[config.mk]
export PLATFORM = sky130hd
export DESIGN_NAME = awp_bridge
export DESIGN_NICKNAME = d
export VERILOG_FILES = /design/src/rtl/awp_pkg.sv /design/src/rtl/awp_strobe.sv /design/src/rtl/awp_bridge.sv
export SDC_FILE = /design/constraint.sdc
export NUM_CORES = 1
export LEC_CHECK = 0
export BUFFER_PORTS_ARGS = -buffer_cell sky130_fd_sc_hd__buf_2
export CAP_MARGIN = 30
export CORE_UTILIZATION = 35
export CTS_BUF_LIST = sky130_fd_sc_hd__clkbuf_4 sky130_fd_sc_hd__clkbuf_8
export DETAILED_ROUTE_END_ITERATION = 12
export GPL_TIMING_DRIVEN = 1
export PLACE_DENSITY = 0.72
export SETUP_SLACK_MARGIN = 0.05
export SLEW_MARGIN = 20
export SYNTH_ARGS = -nofsm -noshare
export SYNTH_HDL_FRONTEND = slang
export SYNTH_SLANG_ARGS = --single-unit
[constraint.sdc]
create_clock -name clk -period 1.8 [get_ports clk]
set_clock_uncertainty 0.1 [all_clocks]
set_input_delay 0.18 -clock clk [delete_from_list [all_inputs] [get_ports clk]]
set_output_delay 0.18 -clock clk [all_outputs]
set_load 0.1 [all_outputs]
[src/rtl/awp_pkg.sv]
// Overview of operation
// - The bridge answers as an AHB slave and forwards each accepted transfer, except writes to a protected slot, to APB peripheral registers.
// - APB side honours peripheral wait states, returns slave errors to the AHB master, and carries protection.
// - Byte, half-word and word strobes are produced for reads as well as writes.
// - APB address and data phases are merged into one cycle, with select and enable rising together.
// - Writing one to a clear-register bit unprotects that peripheral; a read shows 1 while protected.
// - Zero bits written to either protection register leave the protection state unchanged.
// - Trace buffer is bit 6, I/O port bit 3, flash controller bit 2, service unit bit 1; only bit 1 is set at reset.
// - The set register sits at 0x04 with the same bits, reset value and read-back state as the clear register.
package awp_pkg;

  // register byte offsets
  localparam logic [3:0]  OFS_PROT_CLEAR = 4'h0;
  localparam logic [3:0]  OFS_PROT_SET   = 4'h4;

  // protection bit positions
  localparam int          BIT_SERVICE_UNIT_GUARD  = 1;
  localparam int          BIT_FLASH_CTRL_GUARD    = 2;
  localparam int          BIT_IO_PORT_GUARD       = 3;
  localparam int          BIT_TRACE_BUFFER_GUARD  = 6;

  // reset value and implemented bits
  localparam logic [31:0] PROT_RESET = 32'h0000_0002;
  localparam logic [31:0] PROT_MASK  = 32'h0000_004e;

  // peripheral slot decode within the bridge window
  localparam int          SLOT_LSB   = 10;

  // ahb encodings
  localparam logic [1:0]  HTRANS_NONSEQ = 2'h2;
  localparam logic [2:0]  HSIZE_BYTE    = 3'h0;
  localparam logic [2:0]  HSIZE_HALF    = 3'h1;

  typedef enum logic [2:0] {
    ST_IDLE,
    ST_DATA,
    ST_ACCESS,
    ST_ERR1,
    ST_ERR2
  } awp_state_e;

endpackage

[src/rtl/awp_strobe.sv]
`timescale 1ns/1ps
module awp_strobe (
  input  wire logic [2:0] size,
  input  wire logic [1:0] addr_lo,
  output logic      [3:0] strb
);

  // sparse lane select, same for reads and writes
  always_comb begin
    if (size == awp_pkg::HSIZE_BYTE) begin
      strb = 4'h1 << addr_lo;
    end else if (size == awp_pkg::HSIZE_HALF) begin
      strb = addr_lo[1] ? 4'hc : 4'h3;
    end else begin
      strb = 4'hf;
    end
  end

endmodule

[src/rtl/awp_bridge.sv]
`timescale 1ns/1ps
module awp_bridge #(
  parameter int SLOT_W = 5
) (
  input  wire logic        clk,
  input  wire logic        rst_n,
  // ahb-lite slave
  input  wire logic        hsel,
  input  wire logic [31:0] haddr,
  input  wire logic [1:0]  htrans,
  input  wire logic        hwrite,
  input  wire logic [2:0]  hsize,
  input  wire logic [3:0]  hprot,
  input  wire logic [31:0] hwdata,
  input  wire logic        hready,
  output logic             hreadyout,
  output logic             hresp,
  output logic      [31:0] hrdata,
  // apb4 master
  output logic      [31:0] paddr,
  output logic             psel,
  output logic             penable,
  output logic             pwrite,
  output logic      [31:0] pwdata,
  output logic      [3:0]  pstrb,
  output logic      [2:0]  pprot,
  input  wire logic [31:0] prdata,
  input  wire logic        pready,
  input  wire logic        pslverr,
  // avalon-mm register slave
  input  wire logic [3:0]  avs_address,
  input  wire logic        avs_read,
  input  wire logic        avs_write,
  input  wire logic [31:0] avs_writedata,
  input  wire logic [3:0]  avs_byteenable,
  output logic      [31:0] avs_readdata,
  output logic             avs_waitrequest
);

  ////////////////////////////////////////////////////////////////////////////
  // register slave

  logic [31:0] prot_q, prot_d;
  logic [31:0] rdata_q, rdata_d;
  logic        wait_q, wait_d;
  logic        reg_ack;
  logic [31:0] wmask;

  assign reg_ack = (avs_read | avs_write) & ~wait_q;
  assign wmask   = avs_writedata & {{24{1'b0}}, {8{avs_byteenable[0]}}} & awp_pkg::PROT_MASK;

  // one wait cycle, then answer for a single edge
  always_comb begin
    wait_d  = 1'b1;
    rdata_d = rdata_q;
    prot_d  = prot_q;
    if ((avs_read | avs_write) & wait_q) begin
      wait_d  = 1'b0;
      rdata_d = 32'h0000_0000;
      if (avs_address == awp_pkg::OFS_PROT_CLEAR || avs_address == awp_pkg::OFS_PROT_SET) begin
        rdata_d = prot_q & awp_pkg::PROT_MASK;
      end
    end
    if (avs_write & ~wait_q) begin
      if (avs_address == awp_pkg::OFS_PROT_CLEAR) begin
        prot_d = prot_q & ~wmask;
      end else if (avs_address == awp_pkg::OFS_PROT_SET) begin
        prot_d = prot_q | wmask;
      end
    end
  end

  // register state
  always_ff @(posedge clk) begin
    if (!rst_n) begin
      prot_q  <= awp_pkg::PROT_RESET;
      rdata_q <= 32'h0000_0000;
      wait_q  <= 1'b1;
    end else begin
      prot_q  <= prot_d;
      rdata_q <= rdata_d;
      wait_q  <= wait_d;
    end
  end

  assign avs_readdata    = rdata_q;
  assign avs_waitrequest = wait_q;

  ////////////////////////////////////////////////////////////////////////////
  // ahb to apb transfer engine

  awp_pkg::awp_state_e state_q, state_d;
  logic [31:0] addr_q, addr_d;
  logic        wr_q, wr_d;
  logic [3:0]  strb_q, strb_d;
  logic [2:0]  pprot_q, pprot_d;
  logic        psel_q, psel_d;
  logic [31:0] pwdata_q, pwdata_d;
  logic        hready_q, hready_d;
  logic        hresp_q, hresp_d;
  logic [31:0] hrdata_q, hrdata_d;
  logic [3:0]  lane_strb;
  logic        accept;
  logic        blocked;

  awp_strobe awp_strobe_i (
    .size    (hsize),
    .addr_lo (haddr[1:0]),
    .strb    (lane_strb)
  );

  assign accept  = hsel & (htrans == awp_pkg::HTRANS_NONSEQ || htrans == 2'h3) & hready & hready_q;
  assign blocked = wr_q & prot_q[addr_q[awp_pkg::SLOT_LSB +: SLOT_W]];

  // next state of the transfer engine
  always_comb begin
    state_d  = state_q;
    addr_d   = addr_q;
    wr_d     = wr_q;
    strb_d   = strb_q;
    pprot_d  = pprot_q;
    psel_d   = psel_q;
    pwdata_d = pwdata_q;
    hready_d = hready_q;
    hresp_d  = hresp_q;
    hrdata_d = hrdata_q;
    case (state_q)
      awp_pkg::ST_IDLE, awp_pkg::ST_ERR2: begin
        hready_d = 1'b1;
        hresp_d  = 1'b0;
        state_d  = awp_pkg::ST_IDLE;
        if (accept) begin
          addr_d   = haddr;
          wr_d     = hwrite;
          strb_d   = lane_strb;
          pprot_d  = {~hprot[0], 1'b0, hprot[1]};
          hready_d = 1'b0;
          state_d  = awp_pkg::ST_DATA;
        end
      end
      awp_pkg::ST_DATA: begin
        if (blocked) begin
          hresp_d = 1'b1;
          state_d = awp_pkg::ST_ERR1;
        end else begin
          psel_d   = 1'b1;
          pwdata_d = wr_q ? hwdata : 32'h0000_0000;
          state_d  = awp_pkg::ST_ACCESS;
        end
      end
      awp_pkg::ST_ACCESS: begin
        if (pready) begin
          psel_d   = 1'b0;
          hrdata_d = (wr_q | pslverr) ? 32'h0000_0000 : prdata;
          if (pslverr) begin
            hresp_d = 1'b1;
            state_d = awp_pkg::ST_ERR1;
          end else begin
            hready_d = 1'b1;
            state_d  = awp_pkg::ST_IDLE;
          end
        end
      end
      awp_pkg::ST_ERR1: begin
        hready_d = 1'b1;
        state_d  = awp_pkg::ST_ERR2;
      end
      default: begin
        state_d  = awp_pkg::ST_IDLE;
        psel_d   = 1'b0;
        hready_d = 1'b1;
        hresp_d  = 1'b0;
      end
    endcase
  end

  // transfer engine registers
  always_ff @(posedge clk) begin
    if (!rst_n) begin
      state_q  <= awp_pkg::ST_IDLE;
      addr_q   <= 32'h0000_0000;
      wr_q     <= 1'b0;
      strb_q   <= 4'h0;
      pprot_q  <= 3'h0;
      psel_q   <= 1'b0;
      pwdata_q <= 32'h0000_0000;
      hready_q <= 1'b1;
      hresp_q  <= 1'b0;
      hrdata_q <= 32'h0000_0000;
    end else begin
      state_q  <= state_d;
      addr_q   <= addr_d;
      wr_q     <= wr_d;
      strb_q   <= strb_d;
      pprot_q  <= pprot_d;
      psel_q   <= psel_d;
      pwdata_q <= pwdata_d;
      hready_q <= hready_d;
      hresp_q  <= hresp_d;
      hrdata_q <= hrdata_d;
    end
  end

  // outputs straight from flops
  assign hreadyout = hready_q;
  assign hresp     = hresp_q;
  assign hrdata    = hrdata_q;
  assign paddr     = addr_q;
  assign psel      = psel_q;
  assign penable   = psel_q;
  assign pwrite    = wr_q;
  assign pwdata    = pwdata_q;
  assign pstrb     = strb_q;
  assign pprot     = pprot_q;
endmodule

==> results of run 1 <==
-- sequential cells by signal (all words and copies together), names as in the netlist, named ones only --
signal           cells
hrdata              32
pprot                2
state_q              3
pwrite               1
hreadyout            1
hresp                1
pwdata              32
penable              1
avs_waitrequest      1
pstrb                4
avs_readdata         4
paddr               32
-- stage by stage --
| stage | cells | setup TNS, ns | setup slack, ns | hold slack [ns] |
|---|---|---|---|---|
| 2_1_floorplan | 596 | -5.778 | -0.1940 | 0.1851 |
| 3_3_place_gp | 953 | 0 | 0.08752 | 0.2924 |
| 3_5_place_dp | 953 | 0 | 0.01525 | 0.2939 |
| 4_1_cts | 1090 | 0 | 0.01670 | 0.003508 |
| 5_1_grt | 1096 | -2.453 | -0.09333 | 0.01850 |
| 6_report | 1096 | -0.02455 | -0.01385 | 0.03703 |
-- cell usage in the layout, fill, tap and decap left out, types with 2 or more instances in the layout --
cell / netlist / layout
a21oi_1: 6 / 6
clkbuf_4: 0 / 3
a21boi_0: 62 / 62
dlygate4sd3_1: 0 / 105
buf_4: 30 / 15
nand3_1: 36 / 36
o211ai_1: 3 / 3
clkinv_2: 0 / 6
dfxtp_1: 118 / 110
a22oi_1: 4 / 4
nand2b_1: 3 / 3
mux2i_1: 38 / 35
a2111oi_4: 2 / 2
nor2b_1: 11 / 11
buf_6: 3 / 3
o211a_1: 6 / 6
buf_12: 0 / 5
dfxtp_2: 0 / 3
nand2_1: 173 / 173
inv_1: 4 / 4
bufinv_16: 0 / 3
a21boi_1: 4 / 4
nor3_1: 2 / 2
buf_2: 4 / 230
mux2i_2: 0 / 3
clkbuf_8: 0 / 19
nor3b_1: 2 / 2
nor2_1: 4 / 3
conb_1: 1 / 29
o21ai_0: 5 / 4
and2_1: 2 / 2
dfxtp_4: 0 / 5
-- layout make-up --
cell class                      instances  share of cell area (%)
Multi-Input combinational cell        403                   29.28
Clock buffer                           22                   3.645
Timing Repair Buffer                  359                   31.75
Inverter                                4                  0.1927
Sequential cell                       118                   30.61
Tap cell                              180                   2.891
Clock inverter                         10                   1.638
-- worst max-delay path: stages (launching register included) --
cell and delay, ns:
dfxtp_4 0.36, mux2i_2 0.21, mux2i_2 0.12, a2111oi_4 0.37
buf_6 0.19, buf_12 0.18, mux2i_1 0.20
-- power groups by stage --
stage	combinational (W)	clock (W)	sequential [W]
CTS	0.00122	0.00259	0.00268
global route	0.00130	0.00269	0.00269
global placement	0.00104	0	0.00274
floorplan	0.000528	0	0.00305
finish	0.00125	0.00252	0.00268
detailed placement	0.00104	0	0.00274
-- worst paths after layout --
check / start / endpoint / slack (ns)
max: paddr[11]$_SDFFE_PN0P_ / pwdata[21]$_SDFFE_PN0P_ / -0.01
min: rst_n / pstrb[0]$_SDFFE_PN0P_ / 0.04
max reg2reg: paddr[11]$_SDFFE_PN0P_ / pwdata[21]$_SDFFE_PN0P_ / -0.01
min reg2reg: hrdata[1]$_SDFFE_PN0P_ / hrdata[1]$_SDFFE_PN0P_ / 0.35
-- per-layer routing --
metal | global-route usage (%) | part of all wire [%] | vias to the layer above
met5 | 0 | 0 | -
met4 | 8.025 | 2.0 | 0
met3 | 6.887 | 6.3 | 25
met2 | 33.58 | 49 | 194
met1 | 22.03 | 42 | 2323
li1 | - | - | 2500
-- what timing repair did --
item,in CTS,in global routing
cloned,0,3
setup buffers,0,3
setup endpoints to repair,32,33
hold buffers,105,0
gates resized for setup,0,7
endpoints found under the hold margin,107,0
pin swaps,0,2
-- logic make-up (layout without fill, tap and decap cells) --
group / Yosys count / in the layout
other cells: 1 / 29
compound gates: 96 / 96
simple gates: 240 / 240
buf+inv: 75 / 395
flops: 118 / 118
mux: 38 / 38
==> summary.md, run 1 <==
| Metric | Value |
|---|---|
| Status | `finished, violations left` |
| Violated checks | `setup timing` |
| Overall Power | `0.006447 W` |
| IO Pins | `295` |
| Fill cells | `1227` |
| CTS clk-pin slew, worst paths | `0.07 ns` |
| Die Y | `120.8 um` |
| Mapped Area | `4940 um2` |
| Area of the multi-input gates | `2281 um2` |
| Die footprint | `14590 um2` |
| Global-route wire length before repair | `22350 um` |
| Internal power | `0.004515 W` |
| Final Hold Viols | `0` |
| Slew Viols, Final | `0` |
| Layout area overhead | `57.73%` |
| First-pass DRT Iterations | `4` |
| Max cap viols | `0` |
| Sequential Area | `2385 um2` |
| PortBufs | `231` |
| Total gr overflow | `0` |
| Nets | `1057` |
| CTS sink count | `118` |
| Hold Crit Class | `in2reg` |
| Longest Clk Path Bufs | `2` |
| DP Area | `6247 um2` |
| Mean Syn Cell Area | `8.697 um2` |
| Synth warn | `0` |
| Final Cycle Share | `100.8%` |
| CTS tree | `yes` |
| Final setup vio count | `3` |
| Synth top area cells | `dfxtp_1 48%, nand2_1 13%, a21boi_0 9.4%` |
| Initial Util | `35.73%` |
| Post-Synth Adder-Cell Area | `0%` |
| Synth Area in XOR/XNOR | `0%` |
| Mapped Cells | `568` |
| Sw Share | `29.97%` |
| Clk pwr share | `39.1%` |
| Highest clock rate | `551.3 MHz` |
| Synth cell types | `35` |
| Detail Placement HPWL | `8795 um` |
| Lkg Pwr | `3.494 nW` |
| Commonest cells in the synthesized netlist | `173 x nand2_1, 118 x dfxtp_1, 62 x a21boi_0` |
| Final worst setup slack | `-0.01385 ns` |
| Core footprint | `13830 um2` |
| H-Tree Level Count | `4` |
| Hold depth | `2` |
| Tightest Pin Transition | `0.5132 ns` |
| Wire per inst | `13.57 um` |
| CP Class | `reg2reg` |
| Combinational power share | `19.3%` |
| ANT cells | `0` |
| Min Tclk post-route | `1.814 ns` |
| Row count | `43` |
| FFs w/ async S/R, synth | `0%` |
| Number of buffers created by CTS | `17` |
| Register share of total power | `41.6%` |
| Most common cell in the netlist | `nand2_1` |
| RSZ-0062 raised after global routing | `yes` |
| DRC | `0` |
| CP Capture Type | `register` |
| Post-Layout Inst Area | `7791 um2` |
| Initial antenna violation count | `1` |
| Worst Path Arrival | `2.07 ns` |
| Vias in the first global route | `4765` |
| Synth top area share | `47.82%` |
| WL final | `14870 um` |
| Startpoint class of the critical path | `register` |
| Sw power | `0.001932 W` |
| Total global-route track usage | `19.59%` |
| Power Density | `827.4 nW/um2` |
| Largest net degree at the start of global routing | `67` |
| Share of cells above drive strength 1 | `32.97%` |
| Gpl congestion | `0.7543` |
| Clk_lat worst skew | `0.43 ns` |
| Final core utilization | `56.35%` |
| Routed vias | `5042` |
| Compound-Gate Fraction of Synth Area | `15.17%` |
| Top FF cell, synth | `dfxtp_1` |
| Worst path required time | `2.06 ns` |
| Peak VDD IR | `0.5682 mV` |
| Post-route ant nets | `0` |
| Root Driver | `clkbuf_8` |
| Relative slew slack | `66.02%` |
| Initial DRC Count | `218` |
| Post-synthesis mux area share | `7.700%` |
| Die W | `120.8 um` |
| Yosys reg bits | `118` |
| Synth area leader | `dfxtp_1` |
| Max FO, Critical Path | `16` |
| Main combinational cell family by area after synthesis | `simple AND/OR/NAND/NOR gates` |
| Via/cell ratio | `4.600` |
| Seq/Total Area, Yosys | `47.82%` |
| Simple-gate area share of the yosys netlist | `20.69%` |
| Reg2reg path depth | `6` |
| EDFF count, synth | `0` |
Power figures use the tool's default switching activity.
==> run 2: changes to the inputs <==
==> constraint.sdc (replaced) <==
create_clock -name clk -period 1.8 [get_ports clk]
set_clock_uncertainty 0.1 [all_clocks]
set_input_delay 0.18 -clock clk [delete_from_list [all_inputs] [get_ports clk]]
set_output_delay 0.18 -clock clk [all_outputs]
set_load 0.01 [all_outputs]
==> summary.md, run 2 (synthesized netlist as in run 1, its figures left out) <==
| Metric | Value |
|---|---|
| First-pass DRT Iterations | `4 (unchanged)` |
| Die W | `120.8 um (unchanged)` |
| Nets | `1063 (+0.57%)` |
| Overall Power | `0.006113 W (-5.2%)` |
| DP Area | `6252 um2 (about the same)` |
| Tightest Pin Transition | `0.5700 ns (+0.05684 ns)` |
| ANT cells | `0 (unchanged)` |
| Total global-route track usage | `20.33% (+0.73 points)` |
| Final Hold Viols | `0 (unchanged)` |
| Total gr overflow | `0 (unchanged)` |
| Via/cell ratio | `4.614 (+0.30%)` |
| Wire length on met2 | `7386 um (+0.67%)` |
| H-Tree Level Count | `4 (unchanged)` |
| WL final | `15110 um (+1.6%)` |
| Die Y | `120.8 um (unchanged)` |
| Die footprint | `14590 um2 (unchanged)` |
| CP Class | `reg2reg` |
| Hold Crit Class | `in2reg` |
| CP Capture Type | `register` |
| Global-route wire length before repair | `23130 um (+3.5%)` |
| Register share of total power | `44.0% (+2.4 points)` |
| Commonest non-fill, non-tap cells in the layout | `230 x buf_2, 173 x nand2_1, 114 x dfxtp_1` |
| Initial antenna violation count | `0 (-1)` |
| CTS clk-pin slew, worst paths | `0.07 ns (about the same)` |
| Routed vias | `5085 (+0.85%)` |
| Min Tclk post-route | `1.776 ns (-0.03795 ns)` |
| IO Pins | `295 (unchanged)` |
| Post-route ant nets | `0 (unchanged)` |
| Worst path required time | `2.06 ns (about the same)` |
| Finished Layout Cells | `1102 (+0.55%)` |
| Top layer in use | `met4` |
| Longest Clk Path Bufs | `2 (unchanged)` |
| Gpl congestion | `0.7650 (+1.4%)` |
| Final setup vio count | `0 (-3)` |
| Status | `finished, final reports clean` |
| Detail Placement HPWL | `8773 um (-0.25%)` |
| WL met1 | `6306 um (about the same)` |
| Max cap viols | `0 (unchanged)` |
| Setup TNS | `0 ns (+0.02455 ns)` |
| Share of cells above drive strength 1 | `33.19% (+0.22 points)` |
| Highest clock rate | `563.1 MHz (+2.1%)` |
| Layout area overhead | `60.56%` |
| Placed Cells | `955 (+0.21%)` |
| Clk pwr share | `44.2% (+5.1 points)` |
| Lkg Pwr | `3.552 nW (+1.7%)` |
| Leading cell type in the layout, fill and taps excluded | `buf_2` |
| Number of buffers created by CTS | `17 (unchanged)` |
| PortBufs | `231 (unchanged)` |
| Slew Viols, Final | `0 (unchanged)` |
| Wire per inst | `13.71 um (+1.1%)` |
| Sw Share | `22.81% (-7.2 points)` |
| Combinational power share | `11.8% (-7.5 points)` |
| Relative slew slack | `62.00% (-4.0 points)` |
| Largest net degree at the start of global routing | `60 (-10%)` |
| CTS tree | `yes` |
| Internal power | `0.004718 W (+4.5%)` |
| Met3 wire len | `943 um (+0.96%)` |
| RSZ-0062 raised after global routing | `yes` |
| Initial DRC Count | `196 (-10%)` |
| Worst Path Arrival | `2.03 ns (-0.04 ns)` |
| Startpoint class of the critical path | `register` |
| Sw power | `0.001395 W (-28%)` |
| Root Driver | `clkbuf_8` |
| Core footprint | `13830 um2 (unchanged)` |
| DRC | `0 (unchanged)` |
| Initial Util | `35.73% (unchanged)` |
| Post-Layout Inst Area | `7931 um2 (+1.8%)` |
| Max FO, Critical Path | `5 (-11)` |
| Power Density | `770.7 nW/um2 (-6.9%)` |
| Clk_lat worst skew | `0.44 ns (about the same)` |
| Row count | `43 (unchanged)` |
| CTS sink count | `118 (unchanged)` |
| Peak VDD IR | `0.6897 mV (+21%)` |
| Final Cycle Share | `98.66% (-2.1 points)` |
| Vias in the first global route | `4913 (+3.1%)` |
run 2: power groups by stage:
| stage | clock network [W] | registers (W) | logic (W) |
|---|---|---|---|
| 2_1_floorplan | 0 | 0.00276 | 0.000277 |
| 3_3_place_gp | 0 | 0.00274 | 0.000500 |
| 3_5_place_dp | 0 | 0.00274 | 0.000503 |
| 4_1_cts | 0.00277 | 0.00269 | 0.000693 |
| 5_1_grt | 0.00288 | 0.00269 | 0.000783 |
| 6_report | 0.00270 | 0.00269 | 0.000721 |
run 2: metal layers:
layer,track usage [%],vias to the layer above
li1,-,2510
met1,22.16,2329
met2,35.49,203
met3,6.179,43
met4,10.34,0
met5,0,-
run 2: layout make-up:
type | instances | area, um2
clock buffer | 23 | 297.8
clock inverter | 9 | 147.6
fill | 1167 | 5896
inverter | 4 | 15.01
multi-input combinational | 403 | 2303
sequential | 118 | 2370
tap | 180 | 225.2
timing repair buffer | 365 | 2572
run 2: stage by stage:
| stage | hold slack [ns] | setup slack [ns] | utilization (%) |
|---|---|---|---|
| after floorplan | 0.1959 | 0.03067 | - |
| after global placement | 0.2963 | 0.08992 | 45.22 |
| after detailed placement | 0.3012 | -0.02189 | 45.22 |
| after CTS | 0.008674 | 0.00002864 | 56.47 |
| after global routing | 0.03334 | -0.06569 | 57.36 |
| final | 0.04193 | 0.02410 | 57.36 |
run 2: path summary, 6_finish.rpt:
check	startpoint	endpoint	slack (ns)	cells past startpoint
setup / recovery	paddr[11]$_SDFFE_PN0P_	pwdata[24]$_SDFFE_PN0P_	0.02	6
hold / removal	avs_writedata[2]	register	0.04	4
setup reg to reg	paddr[11]$_SDFFE_PN0P_	pwdata[24]$_SDFFE_PN0P_	0.02	6
hold reg to reg	hrdata[1]$_SDFFE_PN0P_	hrdata[1]$_SDFFE_PN0P_	0.35	2
run 2: worst max-delay path, stage by stage (launching register included):
cell and delay (ns):
dfxtp_4 0.37, mux2i_4 0.23, mux2i_2 0.12, a2111oi_4 0.31, buf_6 0.21, buf_12 0.14, mux2i_2 0.21
run 2: repair_timing:
item	4_1_cts	5_1_grt
setup buffers	2	3
hold endpoints to repair	106	0
pin swaps	0	3
endpoints found under the setup margin	33	57
hold buffers	106	0
gates cloned	1	3
resized for setup	3	7
